[config.mk]
export PLATFORM = sky130hd
export DESIGN_NAME = iopg_top
export DESIGN_NICKNAME = d
export VERILOG_FILES = /design/src/iopg_pkg.sv /design/src/iopg_top.sv
export SDC_FILE = /design/constraint.sdc
export NUM_CORES = 1
export LEC_CHECK = 0
export BUFFER_PORTS_ARGS = -buffer_cell sky130_fd_sc_hd__buf_2
export CAP_MARGIN = 40
export CORE_ASPECT_RATIO = 1.75
export CORE_MARGIN = 3
export CORE_UTILIZATION = 50
export CTS_CLUSTER_DIAMETER = 30
export DETAILED_ROUTE_END_ITERATION = 16
export HOLD_SLACK_MARGIN = 0.15
export PLACE_DENSITY = 0.73
export SLEW_MARGIN = 20
export SYNTH_ARGS = -nofsm -noshare
export SYNTH_HDL_FRONTEND = slang
export SYNTH_SLANG_ARGS = --single-unit
[constraint.sdc]
create_clock -name ref_clk -period 3.5 [get_ports ref_clk]
set_input_delay 0.525 -clock ref_clk [delete_from_list [all_inputs] [get_ports ref_clk]]
set_output_delay 0.525 -clock ref_clk [all_outputs]
set_load 0.01 [all_outputs]
[src/iopg_pkg.sv]
// Package for the I/O port group: port addresses, reset values, instruction kinds.
// Assumes a 4-bit core that issues one port access per cycle.
package iopg_pkg;
  localparam logic [4:0] ADDR_KEY = 5'h00;
  localparam logic [4:0] ADDR_OUT_A = 5'h01;
  localparam logic [4:0] ADDR_OUT_B = 5'h02;
  localparam logic [4:0] ADDR_PWM = 5'h04;
  localparam logic [4:0] ADDR_GEN_C = 5'h05;
  localparam logic [4:0] ADDR_TRI = 5'h06;
  localparam logic [4:0] ADDR_GEN_D = 5'h07;
  localparam logic [4:0] ADDR_INT_TMR = 5'h08;
  localparam logic [4:0] ADDR_ANALOG = 5'h09;
  localparam logic [4:0] ADDR_HOLD_ST = 5'h0e;
  localparam logic [4:0] ADDR_HOLD_CTL = 5'h10;
  localparam logic [4:0] ADDR_CMP_CTL = 5'h12;
  localparam logic [3:0] RST_LATCH4 = 4'hf;
  localparam logic [2:0] RST_LATCH3 = 3'h7;
  localparam logic [3:0] RST_ZERO4 = 4'h0;
  localparam int ENABLE_BIT = 3;
  localparam int CMP_PIN_BIT = 2;
  localparam int CMP_RES_BIT = 3;
  // Write kinds of the core's output instructions
  typedef enum logic [1:0] {
    WR_REG = 2'b00,
    WR_IMM = 2'b01,
    WR_SET = 2'b10,
    WR_CLR = 2'b11
  } iopg_wr_kind_t;
endpackage : iopg_pkg

[src/iopg_top.sv]
// I/O port group of a 4-bit controller: latches, pin drivers, input read path.
// Assumes the core presents one access per cycle on ref_clk; pins are asynchronous.
`timescale 1ns/1ns
`default_nettype none

module iopg_top
  import iopg_pkg::*;
(
  // Clock and reset
  input wire logic ref_clk,
  input wire logic arst_n,
  // Mask option: 1 selects tri-state, 0 selects open-drain
  input wire logic tristate_mask_option,
  // Core port access
  input wire logic [4:0] port_addr,
  input wire logic port_rd,
  input wire logic port_wr,
  input wire logic [1:0] port_wr_kind,
  input wire logic [3:0] port_wdata,
  input wire logic [1:0] port_bit,
  input wire logic byte_wr,
  input wire logic [7:0] byte_wdata,
  output logic [3:0] port_rdata,
  // Key input and output ports
  input wire logic [3:0] key_input_port,
  output logic [3:0] output_port_a,
  output logic [3:0] output_port_b,
  // PWM-shared port
  input wire logic [3:0] pwm_alt_out,
  input wire logic [3:0] pwm_pin_in,
  output logic [3:0] pwm_pin_out,
  output logic [3:0] pwm_pin_oe,
  // General ports C and D (open-drain style)
  input wire logic [3:0] gen_c_pin_in,
  output logic [3:0] gen_c_pin_out,
  output logic [3:0] gen_c_pin_oe,
  input wire logic [3:0] gen_d_pin_in,
  output logic [3:0] gen_d_pin_out,
  output logic [3:0] gen_d_pin_oe,
  // Tri-state port
  input wire logic [3:0] tri_pin_in,
  output logic [3:0] tri_pin_out,
  output logic [3:0] tri_pin_oe,
  // Interrupt and timer port
  input wire logic [3:0] int_tmr_pin_in,
  output logic [3:0] int_tmr_pin_out,
  output logic [3:0] int_tmr_pin_oe,
  output logic [3:0] int_tmr_level,
  // Analog-shared port
  input wire logic [2:0] ana_pin_in,
  output logic [2:0] ana_pin_out,
  output logic [2:0] ana_pin_oe,
  input wire logic comparator_input,
  // Hold status and control
  input wire logic [3:0] hold_state_input,
  output logic [3:0] hold_mode_control,
  output logic [3:0] comparator_control
);

  // Three-stage pin synchronisers
  logic [31:0] s1_r;
  logic [31:0] s2_r;
  logic [31:0] s3_r;
  logic [31:0] clean_r;
  logic [31:0] raw_in;
  assign raw_in = {key_input_port, pwm_pin_in, gen_c_pin_in, tri_pin_in, gen_d_pin_in,
                   int_tmr_pin_in, comparator_input, ana_pin_in, hold_state_input};

  always_ff @(posedge ref_clk or negedge arst_n)
  begin
    if (!arst_n)
    begin
      s1_r <= '0;
      s2_r <= '0;
      s3_r <= '0;
      clean_r <= '0;
    end
    else
    begin
      s1_r <= raw_in;
      s2_r <= s1_r;
      s3_r <= s2_r;
      // Bits change once stages two and three agree
      clean_r <= (clean_r & (s2_r ^ s3_r)) | (s3_r & ~(s2_r ^ s3_r));
    end
  end

  logic [3:0] key_s, pwm_s, genc_s, tri_s, gend_s, it_s, hold_s;
  logic [2:0] ana_s;
  logic cmp_s;
  assign {key_s, pwm_s, genc_s, tri_s, gend_s, it_s, cmp_s, ana_s, hold_s} = clean_r;

  // Apply one write kind to a 4-bit latch
  function automatic logic [3:0] upd(input logic [3:0] cur, input logic [1:0] kind,
                                     input logic [3:0] d, input logic [1:0] b);
    logic [3:0] r;
    r = cur;
    case (kind)
      WR_SET: r[b] = 1'b1;
      WR_CLR: r[b] = 1'b0;
      default: r = d;
    endcase
    return r;
  endfunction : upd

  function automatic logic hit(input logic [4:0] a, input logic [4:0] p, input logic w);
    return w && (a == p);
  endfunction : hit

  logic [3:0] out_a_r, out_b_r, pwm_r, genc_r, tri_r, gend_r, it_r, hold_r, cmpc_r;
  logic [2:0] ana_r;
  logic tri_en_r;

  // Address 09 feeds two fields: latch bits 2:0 and the enable in bit 3
  logic [3:0] ana_upd;
  logic [3:0] en_upd;
  assign ana_upd = upd({1'b0, ana_r}, port_wr_kind, port_wdata, port_bit);
  assign en_upd = upd({tri_en_r, 3'b000}, port_wr_kind, port_wdata, port_bit);

  always_ff @(posedge ref_clk or negedge arst_n)
  begin
    if (!arst_n)
    begin
      out_a_r <= RST_LATCH4;
      out_b_r <= RST_LATCH4;
    end
    else if (byte_wr)
    begin
      out_a_r <= byte_wdata[3:0];
      out_b_r <= byte_wdata[7:4];
    end
    else
    begin
      if (hit(port_addr, ADDR_OUT_A, port_wr))
        out_a_r <= upd(out_a_r, port_wr_kind, port_wdata, port_bit);
      if (hit(port_addr, ADDR_OUT_B, port_wr))
        out_b_r <= upd(out_b_r, port_wr_kind, port_wdata, port_bit);
    end
  end

  always_ff @(posedge ref_clk or negedge arst_n)
  begin
    if (!arst_n)
    begin
      pwm_r <= RST_LATCH4;
      genc_r <= RST_LATCH4;
      tri_r <= RST_LATCH4;
      gend_r <= RST_LATCH4;
      it_r <= RST_LATCH4;
      ana_r <= RST_LATCH3;
    end
    else
    begin
      if (hit(port_addr, ADDR_PWM, port_wr))
        pwm_r <= upd(pwm_r, port_wr_kind, port_wdata, port_bit);
      if (hit(port_addr, ADDR_GEN_C, port_wr))
        genc_r <= upd(genc_r, port_wr_kind, port_wdata, port_bit);
      if (hit(port_addr, ADDR_TRI, port_wr))
        tri_r <= upd(tri_r, port_wr_kind, port_wdata, port_bit);
      if (hit(port_addr, ADDR_GEN_D, port_wr))
        gend_r <= upd(gend_r, port_wr_kind, port_wdata, port_bit);
      if (hit(port_addr, ADDR_INT_TMR, port_wr))
        it_r <= upd(it_r, port_wr_kind, port_wdata, port_bit);
      if (hit(port_addr, ADDR_ANALOG, port_wr))
        ana_r <= ana_upd[2:0];
    end
  end

  always_ff @(posedge ref_clk or negedge arst_n)
  begin
    if (!arst_n)
      tri_en_r <= 1'b0;
    else if (hit(port_addr, ADDR_ANALOG, port_wr) && tristate_mask_option)
      tri_en_r <= en_upd[ENABLE_BIT];
  end

  always_ff @(posedge ref_clk or negedge arst_n)
  begin
    if (!arst_n)
    begin
      hold_r <= RST_ZERO4;
      cmpc_r <= RST_ZERO4;
    end
    else if (port_wr && port_wr_kind == WR_REG)
    begin
      if (port_addr == ADDR_HOLD_CTL)
        hold_r <= port_wdata;
      if (port_addr == ADDR_CMP_CTL)
        cmpc_r <= port_wdata;
    end
  end

  // Read path, registered
  logic [3:0] rd_nxt;
  always_comb
  begin
    case (port_addr)
      ADDR_KEY: rd_nxt = key_s;
      ADDR_OUT_A: rd_nxt = out_a_r;
      ADDR_OUT_B: rd_nxt = out_b_r;
      ADDR_PWM: rd_nxt = pwm_s;
      ADDR_GEN_C: rd_nxt = genc_s;
      ADDR_TRI: rd_nxt = tri_s;
      ADDR_GEN_D: rd_nxt = gend_s;
      ADDR_INT_TMR: rd_nxt = it_s;
      ADDR_ANALOG: rd_nxt = {cmp_s, ana_s};
      ADDR_HOLD_ST: rd_nxt = hold_s;
      default: rd_nxt = RST_ZERO4;
    endcase
  end

  always_ff @(posedge ref_clk or negedge arst_n)
  begin
    if (!arst_n)
      port_rdata <= RST_ZERO4;
    else if (port_rd)
      port_rdata <= rd_nxt;
  end

  // Pin drivers, all registered
  always_ff @(posedge ref_clk or negedge arst_n)
  begin
    if (!arst_n)
    begin
      output_port_a <= RST_LATCH4;
      output_port_b <= RST_LATCH4;
      pwm_pin_out <= RST_ZERO4;
      pwm_pin_oe <= RST_ZERO4;
      gen_c_pin_out <= RST_ZERO4;
      gen_c_pin_oe <= RST_ZERO4;
      gen_d_pin_out <= RST_ZERO4;
      gen_d_pin_oe <= RST_ZERO4;
      tri_pin_out <= RST_ZERO4;
      tri_pin_oe <= RST_ZERO4;
      int_tmr_pin_out <= RST_ZERO4;
      int_tmr_pin_oe <= RST_ZERO4;
      int_tmr_level <= RST_ZERO4;
      ana_pin_out <= 3'h0;
      ana_pin_oe <= 3'h0;
      hold_mode_control <= RST_ZERO4;
      comparator_control <= RST_ZERO4;
    end
    else
    begin
      output_port_a <= out_a_r;
      output_port_b <= out_b_r;
      pwm_pin_out <= RST_ZERO4;
      pwm_pin_oe <= ~(pwm_r & pwm_alt_out);
      gen_c_pin_out <= RST_ZERO4;
      gen_c_pin_oe <= ~genc_r;
      gen_d_pin_out <= RST_ZERO4;
      gen_d_pin_oe <= ~gend_r;
      if (tristate_mask_option)
      begin
        tri_pin_out <= tri_r;
        tri_pin_oe <= {4{tri_en_r}};
      end
      else
      begin
        tri_pin_out <= RST_ZERO4;
        tri_pin_oe <= ~tri_r;
      end
      int_tmr_pin_out <= RST_ZERO4;
      int_tmr_pin_oe <= ~it_r;
      int_tmr_level <= it_s;
      ana_pin_out <= 3'h0;
      ana_pin_oe <= ~ana_r;
      hold_mode_control <= hold_r;
      comparator_control <= cmpc_r;
    end
  end

endmodule : iopg_top
`default_nettype wire

==> results of run 1 <==
power groups by stage:
stage,clock [W],combinational [W],sequential [W]
after floorplan,0,0.000196,0.00295
after CTS,0.00259,0.000445,0.00291
after detailed placement,0,0.000414,0.00295
after global placement,0,0.000398,0.00294
after global routing,0.00271,0.000493,0.00293
final,0.00254,0.000439,0.00291
worst reg2reg max path: stages (launching register included):
cell and delay (ps):
dfrtp_1 400, nor2b_1 160, a221oi_2 230, nor4b_1 80, a2111oi_1 330, o22ai_1 110
timing repair:
| item | CTS | global route |
|---|---|---|
| setup buffers | 0 | 0 |
| hold buffers | 33 | 0 |
| endpoints found under the hold margin | 94 | 0 |
layout by cell type (no fill, tap or decap), types with 7 or more instances in the layout:
cell type,netlist,routed
buf_2,3,113
and3_1,12,12
a32oi_1,8,8
nand3_1,7,7
maj3_1,32,32
clkbuf_16,0,25
nand2_1,20,20
nor2b_1,8,8
inv_1,23,23
dlygate4sd3_1,0,33
dfstp_2,39,39
a21oi_1,10,10
o21ai_1,9,9
conb_1,1,19
a31oi_1,9,9
dfrtp_1,180,180
o21ai_0,45,45
through the flow:
step	power, W	hold WS, ps	instances
final	0.005883	169.6	860
after global routing	0.006133	161.8	860
after CTS	0.005947	163.0	859
after detailed placement	0.003366	334.7	782
after global placement	0.003341	331.3	782
after floorplan	0.003143	229.4	516
kinds of logic (layout without fill, tap and decap cells):
kind of cell | Yosys count | in the layout | synth area share, %
DFF | 219 | 219 | 74.26
other | 1 | 19 | 0.05036
buffers and inverters | 54 | 218 | 4.285
and+or+nand+nor | 76 | 76 | 6.470
muxes | 17 | 17 | 2.487
AOI/OAI and AO/OA | 99 | 99 | 8.150
adders and majority gates | 32 | 32 | 4.302
how the worst min path moves through the flow:
stage / start / end / slack (ps) / cells after the start
floorplan: arst_n / async pin / 230 / 0
global placement: s1_r[11] / s2_r[11] / 330 / 0
detailed placement: s1_r[18] / s2_r[18] / 330 / 0
CTS: pwm_alt_out[0] / pwm_pin_oe[0] / 160 / 2
global route: pwm_alt_out[0] / pwm_pin_oe[0] / 160 / 2
finish: pwm_alt_out[0] / pwm_pin_oe[0] / 170 / 2
cell type report:
class	instances	area, µm²	share of cell area (%)
sequential	219	5529	59.52
multi-input combinational	243	1665	17.93
timing repair buffer	151	952.2	10.25
clock buffer	26	629.4	6.775
tap	180	225.2	2.425
clock inverter	18	201.4	2.169
inverter	23	86.33	0.9294
layer usage:
layer | wire length, µm | GRT usage [%] | share of wire (%) | up-vias
met4 | 489 | 8.383 | 3.3 | 2
met5 | 7 | 0 | 0.048 | -
met3 | 893 | 3.668 | 6.1 | 41
met1 | 5260 | 20.37 | 36 | 2197
met2 | 8020 | 33.86 | 55 | 157
li1 | - | - | - | 2028
==> impl_results.md, run 1 <==
- Outcome: finished, final reports clean
- CP Max Fanout: 11
- Post-DP Area: 8123 µm²
- Combinational power share: 7.5%
- Total Wirelength: about 15 mm
- CP Cell Sequence: buf_2, nor2b_1, nand3_1, a221o_1
- Max Cap Violations: 0
- Design area: 9289 µm²
- R2R Setup Slk: 2030 ps
- Netlist Area Pre-Place: ~7400 µm²
- Crit path capture: ana_r[1]
- Setup TNS: 0 ps
- Layout cells sized above 1: 31.91%
- Worst r2r path cells: 5
- Syn. warnings: 0
- Layout Skew: 10.06 ps
- Critical path type: primary input to register
- Internal: 0.004479 W
- Synth top cells by count: dfrtp_1, o21ai_0, dfstp_2
- CTS buffer count: 25
- Highest Clock Rate: between 500 and 600 MHz
- CTS resizes: 0
- Post-DR wirelength/cell: 17.06 µm
- Async S/R FF share, synth: between 90% and 100%
- Starting Density: 51.30%
- Crit start category: primary input
- Cell accounting for the most synthesized area: dfrtp_1
- Crit share post-route: 48.67%
- Num ports: 133
- Top FF cell, synth: dfrtp_1
- CTS H-tree lvls: 1
- Latest clock arrival within the worst-skew pair: slightly above 500 ps
- Sequential fraction of the synthesis area: roughly three quarters
- Chip Height: around 170 µm
- Vias in the first global route: 4872
- Final setup vio count: 0
- Post-DR vias/cell: 5.145
- Final core occ: 64.00%
- Leakage: 4.142 nW
- CP top delay family: simple AND/OR/NAND/NOR gates
- Max incr delay on CP: 550 ps
- Fin crit period: around 1700 ps
- Synth-to-layout area growth: 24.75%
- First DRT Iteration DRCs: 141
- First-pass GRT wire length: ~24 mm
- Hold Crit Class: primary input to register
- PortBufs: 113
- Total track usage: 18.47%
- Clock sink count: 219
- Post-route ant nets: 0
- Count leader, synth: dfrtp_1
- RR Endpoint: port_rdata[3]
- CP required: 3930 ps
- Post-Synthesis Cells: 498
- Core area: ~15000 µm²
- RSZ-0062 raised after global routing: false
- Pre-CTS WS: about 1300 ps
- Hold Violations, Final: 0
- DP HPWL: 10.21 mm
- Worst-Margin Slew: 757.1 ps
- Slowest CP cell: nor2b_1
- Sequential power share: 49.4%
- Total grt overflow: 0
- Worst rel slew slack: 48.08%
- Initial antenna violation count: 1
- Crit end category: register
- Crit. path cell count: 4
- Die ar.: 16450 µm²
- Switching portion of total power: 23.87%
- Num rows: 58
- Pwr dens: approximately 630 nW/µm²
- CP Launch Point: port_addr[3]
- Slew Viols, Final: 0
- Ranking of synthesized cells by area: dfrtp_1, dfstp_2, maj3_1, o21ai_0, buf_4
- Gpl congestion: 0.8480
- CP Data Arrival Time: roughly 2100 ps
- N_diodes: 0
- DR vias: between 4000 and 5000
- Clock power frac: ~43%
- DIE WIDTH: 98.25 µm
- First drt pass iteration count: 4
- Synth Register Bits: 219
- Number of flops mapped to enable cells by yosys: 0
- VDD IR max: 0.4333 mV
- Switch Pwr: 0.001404 W
- CTS tree: done
- Largest net degree at the start of global routing: 94
- Fillers: 1123
- Maximum buffer depth of the clock tree: 3
- Clk pin slew, worst setup/hold paths: 60 ps
- WP buf/inv: 1
- Syn Area/Cell: 14.95 µm²
- Clock Root Buffer: clkbuf_16
- Final WS setup: roughly 1800 ps
- DRC viols: 0
- Number of library cell types mapped by synthesis: 48
- Synth top area share: 60.49%
- Final nets: 726
Power figures use the tool's default switching activity.
==> run 2, diff against run 1 <==
--- a/config.mk
+++ b/config.mk
@@ -5,15 +5,16 @@
 export SDC_FILE = /design/constraint.sdc
 export NUM_CORES = 1
 export LEC_CHECK = 0
+export ABC_AREA = 1
 export BUFFER_PORTS_ARGS = -buffer_cell sky130_fd_sc_hd__buf_2
 export CAP_MARGIN = 40
 export CORE_ASPECT_RATIO = 1.75
 export CORE_MARGIN = 3
-export CORE_UTILIZATION = 50
+export CORE_UTILIZATION = 49
 export CTS_CLUSTER_DIAMETER = 30
 export DETAILED_ROUTE_END_ITERATION = 16
 export HOLD_SLACK_MARGIN = 0.15
-export PLACE_DENSITY = 0.73
+export PLACE_DENSITY = 0.74
 export SLEW_MARGIN = 20
 export SYNTH_ARGS = -nofsm -noshare
 export SYNTH_HDL_FRONTEND = slang
==> constraint.sdc (replaced) <==
create_clock -name ref_clk -period 1.51 [get_ports ref_clk]
set_input_delay 0.2265 -clock ref_clk [delete_from_list [all_inputs] [get_ports ref_clk]]
set_output_delay 0.2265 -clock ref_clk [all_outputs]
set_load 0.01 [all_outputs]
==> run 2 against run 1 <==
Compared with the run above: worst hold slack better by 23 ps; setup slack worse by 1700 ps; final cell count is 16% higher; sequential power is 130% higher; synthesized cell count is 18% higher; via count is 11% higher; clock power grew to 2.5 times the previous value; first-iteration DRC count is 7.8% higher; power is 140% higher; sequential share of layout area is 3.4 points lower; sequential cell count stayed put; critical endpoint is now cmpc_r[2]; largest cell class unchanged.
==> impl_results.md, run 2 <==
- Sequential fraction of the synthesis area: 73.96%
- Maximum buffer depth of the clock tree: 3
- Final core occ: approximately 66%
- Slowest CP cell: dlygate4sd3_1
- Gpl congestion: 0.8664
- Clock sink count: ~220
- Commonest cells after routing, fill and taps aside: dfrtp_1, buf_2, nand2_1
- Number of flops mapped to enable cells by yosys: 0
- DRC viols: 0
- Leakage: between 4 and 5 nW
- CTS Hold Bufs: 53
- R2R Setup Slk: 280 ps
- PortBufs: 113
- Chip Height: 169.4 µm
- Num ports: 133
- Async S/R FF share, synth: 100.0%
- CTS tree: done
- Synth top cells by count: dfrtp_1, nand2_1, o21ai_0
- Layout Skew: 9.642 ps
- Worst rel slew slack: 58.50%
- Hold Slack: 192.4 ps
- Crit share post-route: approximately 94%
- Synth-to-layout area growth: 31.67%
- Layout cells sized above 1: between 20% and 30%
- Number of library cell types mapped by synthesis: 31
- Top FF cell, synth: dfrtp_1
- Total track usage: 19.50%
- Count leader, synth: dfrtp_1
- Cell accounting for the most synthesized area: dfrtp_1
- CP Data Arrival Time: 1810 ps
- Total Wirelength: 15.71 mm
- N_diodes: 0
- Vias in the first global route: 5289
- Outcome: finished, final reports clean
- Slew Viols, Final: 0
- Fin crit period: 1423 ps
- Clk pin slew, worst setup/hold paths: roughly 60 ps
- CP required: 1900 ps
- VDD IR max: 0.9649 mV
- DIE WIDTH: 99.37 µm
- Core area: 14910 µm²
- First DRT Iteration DRCs: 152
- Total grt overflow: 0
- Final setup vio count: 0
- Starting Density: 50.13%
- Worst-Margin Slew: between 600 and 700 ps
- Final nets: 862
- Clock Root Buffer: clkbuf_16
- Hold Violations, Final: 0
- RSZ-0062 raised after global routing: false
- Synth Register Bits: ~220
- Post-DR vias/cell: 4.928
- Max incr delay on CP: 530 ps
- Post-DR wirelength/cell: 15.69 µm
- Most used cell, CP: nand2_1
- Pwr dens: 1459 nW/µm²
- Ranking of synthesized cells by area: dfrtp_1, dfstp_2, nand2_1, maj3_1, o21ai_0
- CP Max Fanout: 10
- Largest net degree at the start of global routing: 48
- Netlist Area Pre-Place: 7476 µm²
- Hold Crit Class: primary input to register
- CTS resizes: 0
- Die ar.: 16830 µm²
- Post-Synthesis Cells: 590
- Setup Fix Bufs, Post-CTS: 0
- Syn. warnings: 0
- Critical path type: primary input to register
- Syn Area/Cell: around 13 µm²
- Worst hold start: port_addr[2]
- First-pass GRT wire length: 26.03 mm
- CP Launch Point: port_wr
- Synth top area share: 60.25%
- Commonest non-fill, non-tap cell in the layout: dfrtp_1
- Highest Clock Rate: 702.7 MHz
- CTS H-tree lvls: 1
- Post-route ant nets: 0
- Worst flop-to-flop path startpoint: out_b_r[2]
- DP HPWL: 11.16 mm
- First drt pass iteration count: 4
- Max Cap Violations: 0
- Initial antenna violation count: 0
- Non-filler cells, final: approximately 1000
- Latest clock arrival within the worst-skew pair: 510 ps
- Num rows: 59
- DR vias: 4933
- CTS buffer count: 26
- Crit start category: primary input
- CP Cell Sequence: dlygate4sd3_1, buf_2, nand2_1, nor3_1, nand3_1, buf_4, nand2_1, o21ai_0
- Crit end category: register
- DP Cell Count: 901
==> run 2: worst paths after layout <==
path                                        end  cells past startpoint
min in group asynchronous  hold_mode_control[0]                      2
max reg2reg                          out_b_r[2]                      4
max                                   cmpc_r[2]                      8
min reg2reg                             s2_r[9]                      0
max in group asynchronous              pwm_r[1]                      3
min                                    ana_r[2]                      4
==> run 2: cells by family after synthesis <==
kind of cell | count (synthesis) | synth area share, %
and+or+nand+nor | 178 | 10.46
buffers and inverters | 78 | 5.255
DFF | 219 | 73.96
adders and majority gates | 32 | 4.285
AOI/OAI and AO/OA | 82 | 5.992
other | 1 | 0.05016
==> run 2: per-stage QoR <==
stage | setup TNS (ps) | setup slack (ps) | instance area (µm²) | power (W)
3_5_place_dp | -113.2 | -40.44 | 8387 | 0.007945
6_report | 0 | 86.93 | 9843 | 0.01436
4_1_cts | 0 | 94.43 | 9843 | 0.01452
3_3_place_gp | 0 | 63.84 | 8387 | 0.007896
5_1_grt | 0 | 23.75 | 9843 | 0.01494
2_1_floorplan | 0 | 431.6 | 7543 | 0.007335
==> run 2: layout make-up <==
| type | count | area (µm²) |
|---|---|---|
| Fill cell | 1084 | 5069 |
| Multi-Input combinational cell | 311 | 1622 |
| Tap cell | 183 | 229.0 |
| Sequential cell | 219 | 5529 |
| Clock buffer | 31 | 710.7 |
| Inverter | 48 | 180.2 |
| Timing Repair Buffer | 193 | 1358 |
| Clock inverter | 16 | 215.2 |
==> run 2: routing by layer <==
metal  share of wire (%)  vias up  routed length, µm  GRT usage [%]
met1                  37     2407               5792          21.87
met2                  55      156               8634          36.83
met4                 3.2        0                502          7.432
li1                    -     2329                  -              -
met3                 4.9       41                776          2.756
met5                   0        -                  0              0
==> run 2: power breakdown <==
part	internal [W]	leakage, nW	total (W)	switching, W
sequential	0.00651	2.53	0.00678	0.000272
combinational	0.000512	1.70	0.00115	0.000638
clock	0.00396	0.452	0.00643	0.00247
==> run 2: critical path, delay by kind of cell <==
family          cells  cell delay [ps]
compound gates      1               90
simple gates        4              510
buf+inv             3              970
